`config.mk`:
```
export PLATFORM = sky130hd
export DESIGN_NAME = kps_scan_top
export DESIGN_NICKNAME = d
export VERILOG_FILES = /design/src/kps_scan_pkg.sv /design/src/kps_scan_if.sv /design/src/kps_scan_debounce.sv /design/src/kps_scan_top.sv
export VERILOG_INCLUDE_DIRS = /design/src /design/src/src
export SDC_FILE = /design/constraint.sdc
export NUM_CORES = 1
export LEC_CHECK = 0
export ABC_CLOCK_PERIOD_IN_PS = 800
export BUFFER_PORTS_ARGS = -buffer_cell sky130_fd_sc_hd__buf_2
export CAP_MARGIN = 40
export CORE_MARGIN = 1
export CORE_UTILIZATION = 43
export DETAILED_ROUTE_END_ITERATION = 8
export PLACE_DENSITY = 0.78
export SETUP_SLACK_MARGIN = 0.4
export SLEW_MARGIN = 0
export SYNTH_ARGS = -nofsm -noshare
export SYNTH_HDL_FRONTEND = slang
export SYNTH_SLANG_ARGS = --single-unit
```
`constraint.sdc`:
```
create_clock -name clock -period 0.8 [get_ports clock]
set_input_delay 0.12 -clock clock [delete_from_list [all_inputs] [get_ports clock]]
set_output_delay 0.12 -clock clock [all_outputs]
set_load 0.01 [all_outputs]
```
`src/kps_scan_regs.svh`:
```
`ifndef KPS_SCAN_REGS_SVH
`define KPS_SCAN_REGS_SVH

// matrix size
`define KPS_ROWS 5
`define KPS_COLS 5

// row pattern states, the pattern itself is the state
`define KPS_IDLE 5'h00
`define KPS_SCAN0 5'h1e
`define KPS_SCAN1 5'h1d
`define KPS_SCAN2 5'h1b
`define KPS_SCAN3 5'h17
`define KPS_SCAN4 5'h0f

// rotator preset, zero on the first row
`define KPS_ROT_PRESET 5'h1e

// reset values of the debounce flags
`define KPS_HOLD_RESET 1'h0
`define KPS_IRQ_RESET 1'h0

`endif

```
`src/kps_scan_pkg.sv`:
```
`include "kps_scan_regs.svh"

package kps_scan_pkg;

    // scan states, coded as the row pattern
    typedef enum logic [4:0] {
        KPS_ST_IDLE  = `KPS_IDLE,
        KPS_ST_SCAN0 = `KPS_SCAN0,
        KPS_ST_SCAN1 = `KPS_SCAN1,
        KPS_ST_SCAN2 = `KPS_SCAN2,
        KPS_ST_SCAN3 = `KPS_SCAN3,
        KPS_ST_SCAN4 = `KPS_SCAN4
    } kps_state_t;

    typedef logic [`KPS_COLS-1:0] kps_cols_t;
    typedef logic [`KPS_ROWS-1:0] kps_rows_t;

    // any column pulled low by a closed key
    function automatic logic kps_any_low(input kps_cols_t cols);
        kps_any_low = ~(&cols);
    endfunction

endpackage

```
`src/kps_scan_if.sv`:
```
`timescale 1ns/1ps
`default_nettype none

interface kps_scan_if;
    import kps_scan_pkg::*;

    kps_cols_t columns;
    logic hold_scan;
    logic key_irq;

    modport scanner (
        output columns,
        input hold_scan,
        input key_irq
    );

    modport debounce (
        input columns,
        output hold_scan,
        output key_irq
    );
endinterface

`default_nettype wire

```
`src/kps_scan_debounce.sv`:
```
`timescale 1ns/1ps
`default_nettype none
`include "kps_scan_regs.svh"

module kps_scan_debounce
    import kps_scan_pkg::*;
(
    // clock and synchronised reset
    input wire logic clock,
    input wire logic rst_sync_b,
    // link to the scanner
    kps_scan_if.debounce dbus
);

    logic any_low;
    logic hold_reg;
    logic hold_next;
    logic irq_reg;
    logic irq_next;

    // column decode and flag next values
    assign any_low = kps_any_low(dbus.columns);
    assign hold_next = any_low;
    assign irq_next = hold_reg & any_low;

    // flags update on the falling edge
    always_ff @(negedge clock or negedge rst_sync_b) begin
        if (!rst_sync_b) begin
            hold_reg <= `KPS_HOLD_RESET;
            irq_reg <= `KPS_IRQ_RESET;
        end else begin
            hold_reg <= hold_next;
            irq_reg <= irq_next;
        end
    end

    assign dbus.hold_scan = hold_reg;
    assign dbus.key_irq = irq_reg;

endmodule

`default_nettype wire

```
`src/kps_scan_top.sv`:
```
`timescale 1ns/1ps
`default_nettype none
`include "kps_scan_regs.svh"

// Function
// - rows get one rotating zero, row 0 upward, repeating every five clocks
// - row register on rising edge, freeze and interrupt flags on falling edge
// - each falling edge, hold_scan set if any column low, cleared if all high
// - interrupt only when hold_scan already set and a column still low
// - pattern is the state; idle all zeros always goes to first scan state
// - advance only while hold_scan clear, otherwise keep the pressed row low
// - active-low reset clears row register (rotator: loads 11110), hold_scan and interrupt asynchronously
// - scanning stays stopped while key closed, resumes when columns all high
// - controller can read the row pattern back, one clock behind row_drive
// - controller can read the raw column levels
// - optional rotator preset to 11110, stepping stopped by hold_scan
module kps_scan_top
    import kps_scan_pkg::*;
#(
    parameter bit USE_ROTATOR = 1'b0
)
(
    // clock and reset
    input wire logic clock,
    input wire logic rst_b,
    // keypad matrix
    input wire logic [`KPS_COLS-1:0] column_sense,
    output logic [`KPS_ROWS-1:0] row_drive,
    // toward the controller
    output logic key_irq,
    output logic hold_scan,
    output logic [`KPS_ROWS-1:0] row_readback,
    output logic [`KPS_COLS-1:0] column_readback
);

    logic rst_meta_reg;
    logic rst_sync_reg;
    kps_rows_t row_reg;
    kps_rows_t row_next;
    kps_rows_t row_in_reg;
    kps_cols_t col_in_reg;

    kps_scan_if sbus ();

    // reset release through two flops, assertion stays asynchronous
    always_ff @(posedge clock or negedge rst_b) begin
        if (!rst_b) begin
            rst_meta_reg <= 1'h0;
            rst_sync_reg <= 1'h0;
        end else begin
            rst_meta_reg <= 1'h1;
            rst_sync_reg <= rst_meta_reg;
        end
    end

    // columns feed the falling-edge debounce stage
    assign sbus.columns = column_sense;

    kps_scan_debounce u_debounce (
        .clock(clock),
        .rst_sync_b(rst_sync_reg),
        .dbus(sbus.debounce)
    );

    generate
        if (USE_ROTATOR) begin : g_rotator
            // shift the zero one row up, frozen while a key is held
            assign row_next = sbus.hold_scan ? row_reg :
                              {row_reg[`KPS_ROWS-2:0], row_reg[`KPS_ROWS-1]};

            always_ff @(posedge clock or negedge rst_sync_reg) begin
                if (!rst_sync_reg) begin
                    row_reg <= `KPS_ROT_PRESET;
                end else begin
                    row_reg <= row_next;
                end
            end
        end else begin : g_fsm
            kps_state_t state_reg;
            kps_state_t state_next;
            logic go;

            assign go = ~sbus.hold_scan;

            // next scan state, pattern doubles as state
            always_comb begin
                case (state_reg)
                    KPS_ST_IDLE: begin
                        state_next = KPS_ST_SCAN0;
                    end
                    KPS_ST_SCAN0: begin
                        state_next = go ? KPS_ST_SCAN1 : KPS_ST_SCAN0;
                    end
                    KPS_ST_SCAN1: begin
                        state_next = go ? KPS_ST_SCAN2 : KPS_ST_SCAN1;
                    end
                    KPS_ST_SCAN2: begin
                        state_next = go ? KPS_ST_SCAN3 : KPS_ST_SCAN2;
                    end
                    KPS_ST_SCAN3: begin
                        state_next = go ? KPS_ST_SCAN4 : KPS_ST_SCAN3;
                    end
                    KPS_ST_SCAN4: begin
                        state_next = go ? KPS_ST_SCAN0 : KPS_ST_SCAN4;
                    end
                    default: begin
                        state_next = KPS_ST_IDLE;
                    end
                endcase
            end

            // scan register on the rising edge
            always_ff @(posedge clock or negedge rst_sync_reg) begin
                if (!rst_sync_reg) begin
                    state_reg <= KPS_ST_IDLE;
                end else begin
                    state_reg <= state_next;
                end
            end

            assign row_reg = kps_rows_t'(state_reg);
            assign row_next = kps_rows_t'(state_next);
        end
    endgenerate

    // row readback flop, one per row, copies row_drive one clock later
    genvar gi;
    generate
        for (gi = 0; gi < `KPS_ROWS; gi++) begin : g_row
            always_ff @(posedge clock or negedge rst_sync_reg) begin
                if (!rst_sync_reg) begin
                    row_in_reg[gi] <= 1'h1;
                end else begin
                    row_in_reg[gi] <= row_drive[gi];
                end
            end
        end
    endgenerate

    // outputs toward the pins and the controller
    always_ff @(posedge clock or negedge rst_sync_reg) begin
        if (!rst_sync_reg) begin
            row_drive <= USE_ROTATOR ? `KPS_ROT_PRESET : `KPS_IDLE;
            col_in_reg <= {`KPS_COLS{1'h1}};
        end else begin
            row_drive <= row_next;
            col_in_reg <= column_sense;
        end
    end

    assign row_readback = row_in_reg;
    assign column_readback = col_in_reg;
    assign key_irq = sbus.key_irq;
    assign hold_scan = sbus.hold_scan;

endmodule

`default_nettype wire

```
[Word-level counts from Yosys, hierarchy flattened]
Index checks and enable logic that the tools add are counted.
Storage, ports and cells
  input port bits: 7
  memories kept: 0
  bits in read-only memories: 0
  latch bits: 0
  output and inout bits: 17
  register bits after elaboration: 19
  memory bits (writable): 0
Cells by class
  mux-type cells: 6
  $mul: 0
  shift operators: 0
  div/mod/pow operators: 0
  $lt $le $gt $ge: 0
  equal/unequal tests: 5
  add/subtract/negate cells: 0
  bitwise operators: 2
  reductions and logical operators: 2
Operators by type and width (count)
  5-bit one-hot mux with 6 select lines: 1
  5-bit equality test (second input constant): 4
  5-bit two-way mux: 2
  5-bit by 4-bit equality test with 1-bit output (second input constant): 1
  5-bit logical NOT: 1
  5-bit AND reduction: 1
  4-bit two-way mux: 1
  3-bit two-way mux: 1
  2-bit two-way mux: 1
  1-bit bitwise AND: 1
  1-bit inverter: 1

[Longest topological paths before layout]
Gate-level depths: netlist (run 1).
  depth in word-level cells: 3
  gate-level depth with buffers: 4

[Modules after synthesis]
From an unflattened synthesis (run 1), not the netlist that was laid out.
Second synthesis, totals
  cells, all modules: 63
  area total of the unflattened synthesis: 752.0 sq um
By module, submodules not included
  kps_scan_top: area each 680.7 sq um, seq. area each 437.9 sq um, cells each 57, instances 1
  kps_scan_debounce: area each 71.3 sq um, seq. area each 50.0 sq um, cells each 6, instances 1

==> metrics.txt, run 1 <==
status finished with violations; violated checks hold timing, setup timing; hold slack -0.105 ns; Avg Vias per Cell 5.52; register bit total from synthesis 19; # diodes 0; register-to-register setup slack -0.79 ns; Synth area leader dfstp_2; drt wl/cell 17.5 um; reg2reg path depth 4; Synth Area in Compound Gates 14.7%; Die ar. 1980 um2; crit path DAT 1.84 ns; Synth area leaders dfstp_2, dfrtp_1, dfrtn_1; WP depth 4; min-delay worst type in -> reg; first-pass GRT wire length 3.45 mm; TritonCTS clock tree done; nature of the critical path endpoint flip-flop; Remaining DRCs 0; leakage power 0.000621 uW; max incr delay on CP 0.48 ns; first drt pass iteration count 4; CTS Root Buffer Type clkbuf_4; Pwr Density 2710 nW/um2; Top Ports 24; initial core utilization 48.7%; Worst Path Buf+Inv 1; post-synthesis adder-cell area fraction 0%; Max IR drop VDD 1620 uV; synthesized area 776 um2; WP data required 1.05 ns; Die Height 44.5 um; Port Buffers 23; initial antenna violation count 0; Max Cap Viol 0; syn_area_per_cell 12.3 um2; Setup crit start kind flip-flop; worst r2r src u_debounce.dbus.hold_scan; RSZ-0062 raised after global routing true; layout cell share with drive strength beyond 1 71.2%; mux contribution to synthesized area 0%; Worst-Skew Late Latency 0.31 ns; fin nets 126; core area 1590 um2; GR Overflow Total 0; reg2reg end g_fsm.state_reg[2]; Final ANT Viol Nets 0; YS warnings 0; final non-filler cell total 142; Crit Path Class reg -> reg; clk sinks 19; Synth cell types 29; Final Skew 0.00795 ns; CP max stage cell dfrtn_1; Simple-Gate Fraction of Synth Area 18.1%; count of final hold-check violations 2; dpl cells 118; number of fill cells 61; CP cell instances buf_6 > nand3b_1 > a311oi_1 > o22a_1; CP Max Fanout 4; XOR/XNOR Fraction of Synth Area 0%; top cell type's share of synthesized area 33.9%; largest family of logic cells by synthesized area simple AND/OR/NAND/NOR gates; largest net degree at the start of global routing 13; Die Wd 44.5 um; Worst setup endpoint g_fsm.state_reg[2]; Post-Syn Instances 63; finished layout cell area 1410 um2; vias 784; CTS Buffer Depth 2; Rows 14; Starting DRT DRC Count 23; Area growth, synth to finish 81.6%; htree depth 1; Net Count, Synth 70; register area share after synthesis 62.9%; hold buffer count at CTS 1; Worst Setup SP u_debounce.dbus.hold_scan; Final GP Congestion 0.922; final setup vio count 23; CP top delay family flip-flops; GRT Overall Usage 25.7%; CTS clk-pin slew, worst paths 0.10 ns; Pins Over Slew Limit 0; CTS Buf Count 3; drt total wl 2.48 mm; Placed Area 1000 um2; final worst slack -0.788 ns; vias in the first global route 733; DPL Wire Length 1.10 mm
[worst reg2reg max path: stages, from the launching register on]
cell	delay (ns)
dfrtn_1	0.48
buf_6	0.14
nand3b_1	0.09
a311oi_1	0.26
o22a_1	0.17
[per-layer routing]
metal | GRT usage, % | share of wire [%] | wire (um)
met1 | 27.4 | 40 | 991
met2 | 47.9 | 51 | 1270
met3 | 7.76 | 6.2 | 155
met4 | 7.88 | 2.6 | 64
met5 | 0 | 0 | 0
[worst min-delay path by stage]
stage / startpoint / to / slack, ns / depth (start not counted)
global route: column_sense[3] / column_readback[3] / -0.12 / 1
CTS: column_sense[3] / column_readback[3] / -0.09 / 1
detailed placement: rst_b / rst_meta_reg / -0.09 / 1
finish: column_sense[3] / column_readback[3] / -0.10 / 1
global placement: rst_b / rst_meta_reg / -0.1 / 1
floorplan: rst_b / rst_meta_reg / -0.18 / 0
[stage by stage]
step	power [uW]	hold WS, ns	worst slack, ns	TNS [ns]	utilization [%]
2_1_floorplan	2000	-0.176	-0.723	-3.73	-
3_3_place_gp	2410	-0.0952	-0.702	-4.63	62.7
3_5_place_dp	2430	-0.0948	-0.741	-4.93	62.7
4_1_cts	3290	-0.0861	-0.713	-8.67	81.9
5_1_grt	3980	-0.123	-0.834	-10.19	88.4
6_report	3810	-0.105	-0.788	-9.44	88.4
[cells in the mapped netlist]
cell / instances
nand2b_1: 2
nand3_1: 1
a21o_1: 1
or4_4: 1
buf_1: 1
and4b_2: 1
clkbuf_1: 1
a21oi_1: 2
o22a_1: 2
nor2b_1: 2
or2_0: 1
a221oi_1: 1
and4_1: 1
a311oi_1: 3
and3b_1: 1
o211ai_1: 2
dfrtn_1: 2
nand4_1: 2
buf_2: 3
nand2_1: 4
o2111ai_1: 1
nor4bb_1: 2
dfstp_2: 10
inv_1: 2
nand3b_1: 1
conb_1: 1
dfrtp_1: 7
nand4b_1: 1
o21ai_0: 4
[kinds of logic after synthesis]
group,count (synthesis)
flops,19
buf+inv,7
simple gates,20
other cells,1
compound gates,16
[power breakdown]
group          switching [uW]  leakage [uW]  internal [uW]
clock network             293     0.0000150            195
logic                     792      0.000401           1110
registers                 180      0.000204           1240
[layout make-up]
cell class	instances	area, um2	area share (%)
timing repair buffer	56	543	38.5
sequential	19	494	35.1
multi-input combinational	37	308	21.8
tap	24	30.0	2.13
clock buffer	4	26.3	1.87
inverter	2	7.51	0.533
[timing repair]
action	CTS	global route
buffers inserted	8	8
cloned	2	1
endpoints found under the setup margin	42	47
endpoints found under the hold margin	4	4
resized for setup	41	10
pin swaps	4	2
[layout by cell type, fill, tap and decap left out, types with 2 or more instances in the layout]
master,count
dfrtp_1,2
nand2b_1,2
buf_2,4
buf_4,16
o211ai_1,2
dfstp_2,10
nor2b_1,2
buf_6,34
nand2_1,3
dfrtn_1,2
o21ai_0,3
clkbuf_4,3
a21oi_1,2
nand4_1,2
dfrtp_2,5
a311oi_2,2
o22a_1,2
(Power assumes the default switching activity.)
==> inputs of run 2 (changes only) <==
--- a/config.mk
+++ b/config.mk
@@ -6,6 +6,7 @@
 export SDC_FILE = /design/constraint.sdc
 export NUM_CORES = 1
 export LEC_CHECK = 0
+export ABC_AREA = 1
 export ABC_CLOCK_PERIOD_IN_PS = 800
 export BUFFER_PORTS_ARGS = -buffer_cell sky130_fd_sc_hd__buf_2
 export CAP_MARGIN = 40
==> run 2 against run 1 <==
  * Register-to-register slack improved by 0.21 ns
  * Area after synthesis decreased by 4.0%
  * The flow finishes with violations (DRC, hold timing, setup timing)
  * Via count decreased by 7.0%
  * Critical endpoint is now hold_scan
  * Critical path depth decreased by 2
  * Combinational power decreased by 13%
  * Cell area decreased by 8.5%
  * Non-clock buffer count decreased by 14
  * Synthesized cell count increased by 33%
  * Clock power increased by 2%
==> metrics.txt, run 2 <==
Worst Path Buf+Inv 2 (+1); Synth Area in Compound Gates 0.840% (-14 points); drt wl/cell 15.1 um (-14%); Setup crit start kind flip-flop; Pins Over Slew Limit 0 (unchanged); Remaining DRCs 1 (+1); Synth cell types 10 (-66%); CTS Buffer Depth 2 (unchanged); largest net degree at the start of global routing 13 (unchanged); Die Wd 43.6 um (-1.9%); fin nets 138 (+9.5%); number of fill cells 74 (+21%); most common cell after layout, fill and taps aside nand2_1; largest family of logic cells by synthesized area simple AND/OR/NAND/NOR gates; Final GP Congestion 0.866 (-6.0%); Crit Path Class reg -> out; RSZ-0062 raised after global routing true; CP top delay family flip-flops; register bit total from synthesis 19 (unchanged); final setup vio count 23 (unchanged); crit path DAT 1.34 ns (-0.50 ns); vias 729 (-7.0%); EDFF count, synth 0 (unchanged); Simple-Gate Fraction of Synth Area 27.6% (+9.5 points); status finished with violations; mux contribution to synthesized area 0% (unchanged); CP cell instances buf_6 > buf_6; Max Cap Viol 0 (unchanged); Setup Total Neg Slack -8.24 ns (+1.20 ns); top cell type's share of synthesized area 35.3% (+1.4 points); Psw 1270 uW (+0.18%); XOR/XNOR Fraction of Synth Area 0% (unchanged); Worst-Skew Late Latency 0.30 ns (about the same); core area 1560 um2 (-2.2%); synthesized area 744 um2 (-4.0%); Multi-input gate area 240 um2 (-22%); Starting DRT DRC Count 12 (-48%); initial core utilization 47.8% (-0.91 points); most used cell, CP buf_6; Area growth, synth to finish 73.1%; Final ANT Viol Nets 0 (unchanged); Pwr Density 2850 nW/um2 (+5.2%); async set or reset register ratio after synthesis 100% (unchanged); GRT Overall Usage 24.6% (-1.1 points); internal cell power 2400 uW (-5.7%); Reg power frac 41.6% (+4.3 points); top_reg_cell synth dfstp_2; hold buffer count at CTS 1 (unchanged); DPL Wire Length 1.05 mm (-4.2%); TritonCTS clock tree done; drt total wl 2.21 mm (-11%); vias in the first global route 756 (+3.1%); hold slack -0.0956 ns (+0.00937 ns); Die ar. 1900 um2 (-3.9%); WP data required 0.68 ns (-0.37 ns); Logic pwr share 44.9% (-5.0 points); max incr delay on CP 0.44 ns (-0.04 ns); Port Buffers 23 (unchanged); Synth area leaders dfstp_2, dfrtp_1, nand2_1; violated checks DRC, hold timing, setup timing; YS warnings 0 (unchanged); CP max stage cell dfrtn_1; initial antenna violation count 0 (unchanged); leakage power 0.000699 uW (+13%); CTS Buf Count 3 (unchanged); CTS clk-pin slew, worst paths 0.11 ns (about the same); CP Max Fanout 2 (-2); CTS Root Buffer Type clkbuf_4; most common cell in the netlist nand2_1; Die Height 43.6 um (-1.9%); clock share of power 13.5% (+0.7 points); nature of the critical path endpoint primary output; clk sinks 19 (unchanged); switch share 34.5% (+1.4 points); post-synthesis adder-cell area fraction 0% (unchanged); leading cell types in the layout, fill and taps excluded nand2_1, buf_6, nor2_1; Avg Vias per Cell 4.99 (-9.6%); commonest cells in the synthesized netlist nand2_1, nor2_1, inv_1, dfstp_2, dfrtp_1; Top Ports 24 (unchanged); Post-Syn Instances 84 (+33%); syn_area_per_cell 8.86 um2 (-28%); htree depth 1 (unchanged); Synth area leader dfstp_2; GR Overflow Total 0 (unchanged); Final Skew 0.00811 ns (+0.000159 ns); dpl ws -0.433 ns (+0.308 ns); # diodes 0 (unchanged); first-pass GRT wire length 3.29 mm (-4.6%); Rows 14 (unchanged); area taken by flip-flops and latches 493 um2 (-0.25%); first drt pass iteration count 6 (+2); Max IR drop VDD 1940 uV (+19%); final worst slack -0.659 ns (+0.129 ns); count of final hold-check violations 5 (+3); layout cell share with drive strength beyond 1 52.3% (-19 points); min-delay worst type in -> reg; register area share after synthesis 65.5% (+2.6 points); Net Count, Synth 91 (+30%)
-- run 2: cell families (layout without fill, tap and decap cells) --
family | Yosys count | in the layout
buffers and inverters | 11 | 57
flip-flops | 19 | 19
AO/OA/AOI/OAI | 1 | 1
other | 1 | 1
AND/OR/NAND/NOR | 52 | 52
-- run 2: metrics by stage --
step	instance area [um2]	power [uW]	util [%]	instances
floorplan	764	2020	-	84
global placement	960	2450	61.6	131
detailed placement	960	2470	61.6	131
CTS	1250	3450	79.9	143
global route	1290	3870	82.7	146
finish	1290	3670	82.7	146
-- run 2: final timing paths --
check	endpoint	start	cells past startpoint	slack (ns)
min in group asynchronous	rst_sync_reg	rst_b	2	0.12
min	column_readback[1]	column_sense[1]	1	-0.1
max	hold_scan	u_debounce.dbus.hold_scan	2	-0.66
max reg2reg	g_fsm.state_reg[0]	u_debounce.dbus.hold_scan	6	-0.58
min reg2reg	g_fsm.state_reg[3]	rst_sync_reg	2	0.37
max in group asynchronous	u_debounce.dbus.hold_scan	rst_sync_reg	0	0.22
-- run 2: final cells by class --
type	count	area share, %
Tap cell	16	1.55
Timing Repair Buffer	42	35.8
Sequential cell	19	38.3
Multi-Input combinational cell	54	18.6
Clock inverter	1	0.583
Clock buffer	3	1.75
Inverter	11	3.40
-- run 2: layer usage --
layer | global-route usage [%] | wire length [um]
met1 | 26.5 | 809
met2 | 45.1 | 1280
met3 | 6.67 | 77
met4 | 10.0 | 38
met5 | 0 | 0
-- run 2: power groups by stage --
stage          clock (uW)  sequential, uW  combinational [uW]
4_1_cts               497            1500                1450
2_1_floorplan           0            1610                 406
3_5_place_dp            0            1480                 995
3_3_place_gp            0            1470                 987
5_1_grt               552            1560                1760
6_report              496            1530                1650
-- run 2: timing repair --
| item | CTS | global route |
|---|---|---|
| endpoints found under the hold margin | 7 | 5 |
| setup buffers | 6 | 3 |
| endpoints found under the setup margin | 44 | 47 |
| cloned | 1 | 0 |
| pin swaps | 3 | 4 |
| gates resized for setup | 36 | 5 |
==> inputs of run 3 (changes only) <==
--- a/config.mk
+++ b/config.mk
@@ -8,7 +8,7 @@
 export LEC_CHECK = 0
 export ABC_AREA = 1
 export ABC_CLOCK_PERIOD_IN_PS = 800
-export BUFFER_PORTS_ARGS = -buffer_cell sky130_fd_sc_hd__buf_2
+export BUFFER_PORTS_ARGS = -buffer_cell sky130_fd_sc_hd__buf_4
 export CAP_MARGIN = 40
 export CORE_MARGIN = 1
 export CORE_UTILIZATION = 43
==> run 3 against run 2 <==
  * The flow still finishes with violations (DRC, hold timing, setup timing)
  * Sequential power is essentially flat
  * Critical endpoint unchanged
  * Routed wire length grew 2.0%
  * Sequential share of layout area shrank 2.2 points
==> metrics.txt, run 3 (synthesized netlist as in run 2, its figures left out) <==
status finished with violations; violated checks DRC, hold timing, setup timing; Starting DRT DRC Count 31 (+19); Rows 14 (unchanged); WP data required 0.68 ns (about the same); clk sinks 19 (unchanged); Die Wd 43.6 um (unchanged); CP top delay family flip-flops; GR Overflow Total 0 (unchanged); Area growth, synth to finish 83.9%; register-to-register setup slack -0.69 ns (-0.11 ns); crit path DAT 1.38 ns (+0.04 ns); clock share of power 13.2% (-0.3 points); nature of the critical path endpoint primary output; drt total wl 2.25 mm (+2.0%); largest net degree at the start of global routing 13 (unchanged); Port Buffers 23 (unchanged); CTS clk-pin slew, worst paths 0.12 ns (about the same); hold_sp column_sense[3]; leading cell types in the layout, fill and taps excluded buf_6, nand2_1, nor2_1; CTS Root Buffer Type clkbuf_4; GRT Overall Usage 23.9% (-0.73 points); hold buffer count at CTS 1 (unchanged); first-pass GRT wire length 3.22 mm (-2.3%); Psw 1270 uW (+0.52%); CP cell instances buf_6 > buf_6; switch share 34.0% (-0.56 points); reg2reg path depth 6 (unchanged); Power, Total 3750 uW (+2.2%); Final Skew 0.00515 ns (-0.00296 ns); dpl cells 131 (unchanged); hold slack -0.0870 ns (+0.00851 ns); core area 1560 um2 (unchanged); Top Ports 24 (unchanged); max incr delay on CP 0.46 ns (+0.02 ns); Pwr Density 2740 nW/um2 (-3.8%); hold path cells 1 (unchanged); final setup vio count 24 (+4.3%); leakage power 0.000722 uW (+3.3%); Logic pwr share 45.7% (+0.8 points); worst r2r src u_debounce.dbus.hold_scan; # diodes 0 (unchanged); Pins Over Slew Limit 0 (unchanged); final worst slack -0.697 ns (-0.0378 ns); Final ANT Viol Nets 0 (unchanged); count of final hold-check violations 5 (unchanged); CP max stage cell dfrtn_1; Crit Path Class reg -> out; Worst-Skew Late Latency 0.29 ns (about the same); initial antenna violation count 0 (unchanged); CTS Buf Count 3 (unchanged); reg2reg end g_fsm.state_reg[2]; Reg power frac 41.0% (-0.6 points); internal cell power 2480 uW (+3.1%); Remaining DRCs 1 (unchanged); Setup crit start kind flip-flop; layout cell share with drive strength beyond 1 58.6% (+6.3 points); final non-filler cell total 149 (+2.1%); htree depth 1 (unchanged); drt wl/cell 15.1 um (-0.10%); CP Max Fanout 2 (unchanged); Die Height 43.6 um (unchanged); DPL Wire Length 1.17 mm (+11%); CTS Buffer Depth 2 (unchanged); first drt pass iteration count 7 (+1); Final GP Congestion 0.868 (+0.17%); TritonCTS clock tree done; min-delay worst type in -> reg; Max IR drop VDD 2180 uV (+13%); Avg Vias per Cell 5.09 (+1.9%); RSZ-0062 raised after global routing true; Worst Setup SP u_debounce.dbus.hold_scan; Max Cap Viol 0 (unchanged); initial core utilization 47.8% (unchanged); most used cell, CP buf_6; vias in the first global route 744 (-1.6%); fin nets 141 (+2.2%); Worst Hold Endpoint column_readback[3]; vias 758 (+4.0%); Die ar. 1900 um2 (unchanged); Worst Path Buf+Inv 2 (unchanged); most common cell after layout, fill and taps aside buf_6
## run 3: cell types whose count changed in the layout (fill, tap and decap cells not counted)
cell / before / now
buf_2: 3 / 0
nand2_2: 2 / 7
nand3_1: 2 / 1
buf_6: 27 / 33
inv_1: 8 / 7
nand3_4: 0 / 1
nand2_1: 31 / 26
inv_6: 0 / 1
inv_2: 2 / 3
inv_4: 1 / 0
## run 3: per-layer routing
metal	global-route usage [%]	share of wire, %	up-vias
li1	-	-	346
met1	24.2	33	356
met2	47.5	58	48
met3	5.00	5.5	8
met4	7.50	3.6	0
met5	0	0	-
## run 3: cell type report
class / instances / area (um2)
well taps: 16 / 20.0
inverters: 11 / 46.3
clock buffers: 3 / 22.5
fillers: 66 / 190
multi-input cells: 54 / 265
repair buffers: 45 / 514
clock inverters: 1 / 7.51
flip-flops and latches: 19 / 493
## run 3: timing repair
action                     in CTS  in global routing
setup endpoints to repair      44                 47
buffers inserted                7                  5
pin swaps                      10                  2
gates resized for setup        41                 13
cloned                          1                  0
hold endpoints to repair        7                  5
## run 3: how the worst max path moves through the flow
stage / endpoint / slack [ns] / depth (start not counted)
floorplan: g_fsm.state_reg[0] / -0.50 / 5
global placement: g_fsm.state_reg[4] / -0.43 / 4
detailed placement: g_fsm.state_reg[0] / -0.45 / 5
CTS: hold_scan / -0.65 / 2
global route: g_fsm.state_reg[0] / -0.73 / 7
finish: hold_scan / -0.70 / 2
## run 3: per-stage QoR
stage	setup TNS [ns]	util, %	instance area, um2	worst slack [ns]
2_1_floorplan	-2.64	-	764	-0.502
3_3_place_gp	-2.95	65.2	1020	-0.426
3_5_place_dp	-3.15	65.2	1020	-0.452
4_1_cts	-8.33	82.3	1280	-0.647
5_1_grt	-9.66	87.8	1370	-0.725
6_report	-8.91	87.8	1370	-0.697
## run 3: power by group through the flow
stage	logic, uW	clock network, uW	registers (uW)
floorplan	406	0	1610
global placement	1120	0	1480
detailed placement	1130	0	1490
CTS	1510	499	1520
global route	1820	546	1570
finish	1720	497	1540
## run 3: worst register-to-register path, cell delays in order, from the launching register on
cell and delay (ns):
dfrtn_1 0.46, buf_6 0.13, buf_6 0.09, buf_6 0.12
nand2_2 0.06, nand2_1 0.08, nand2_1 0.06
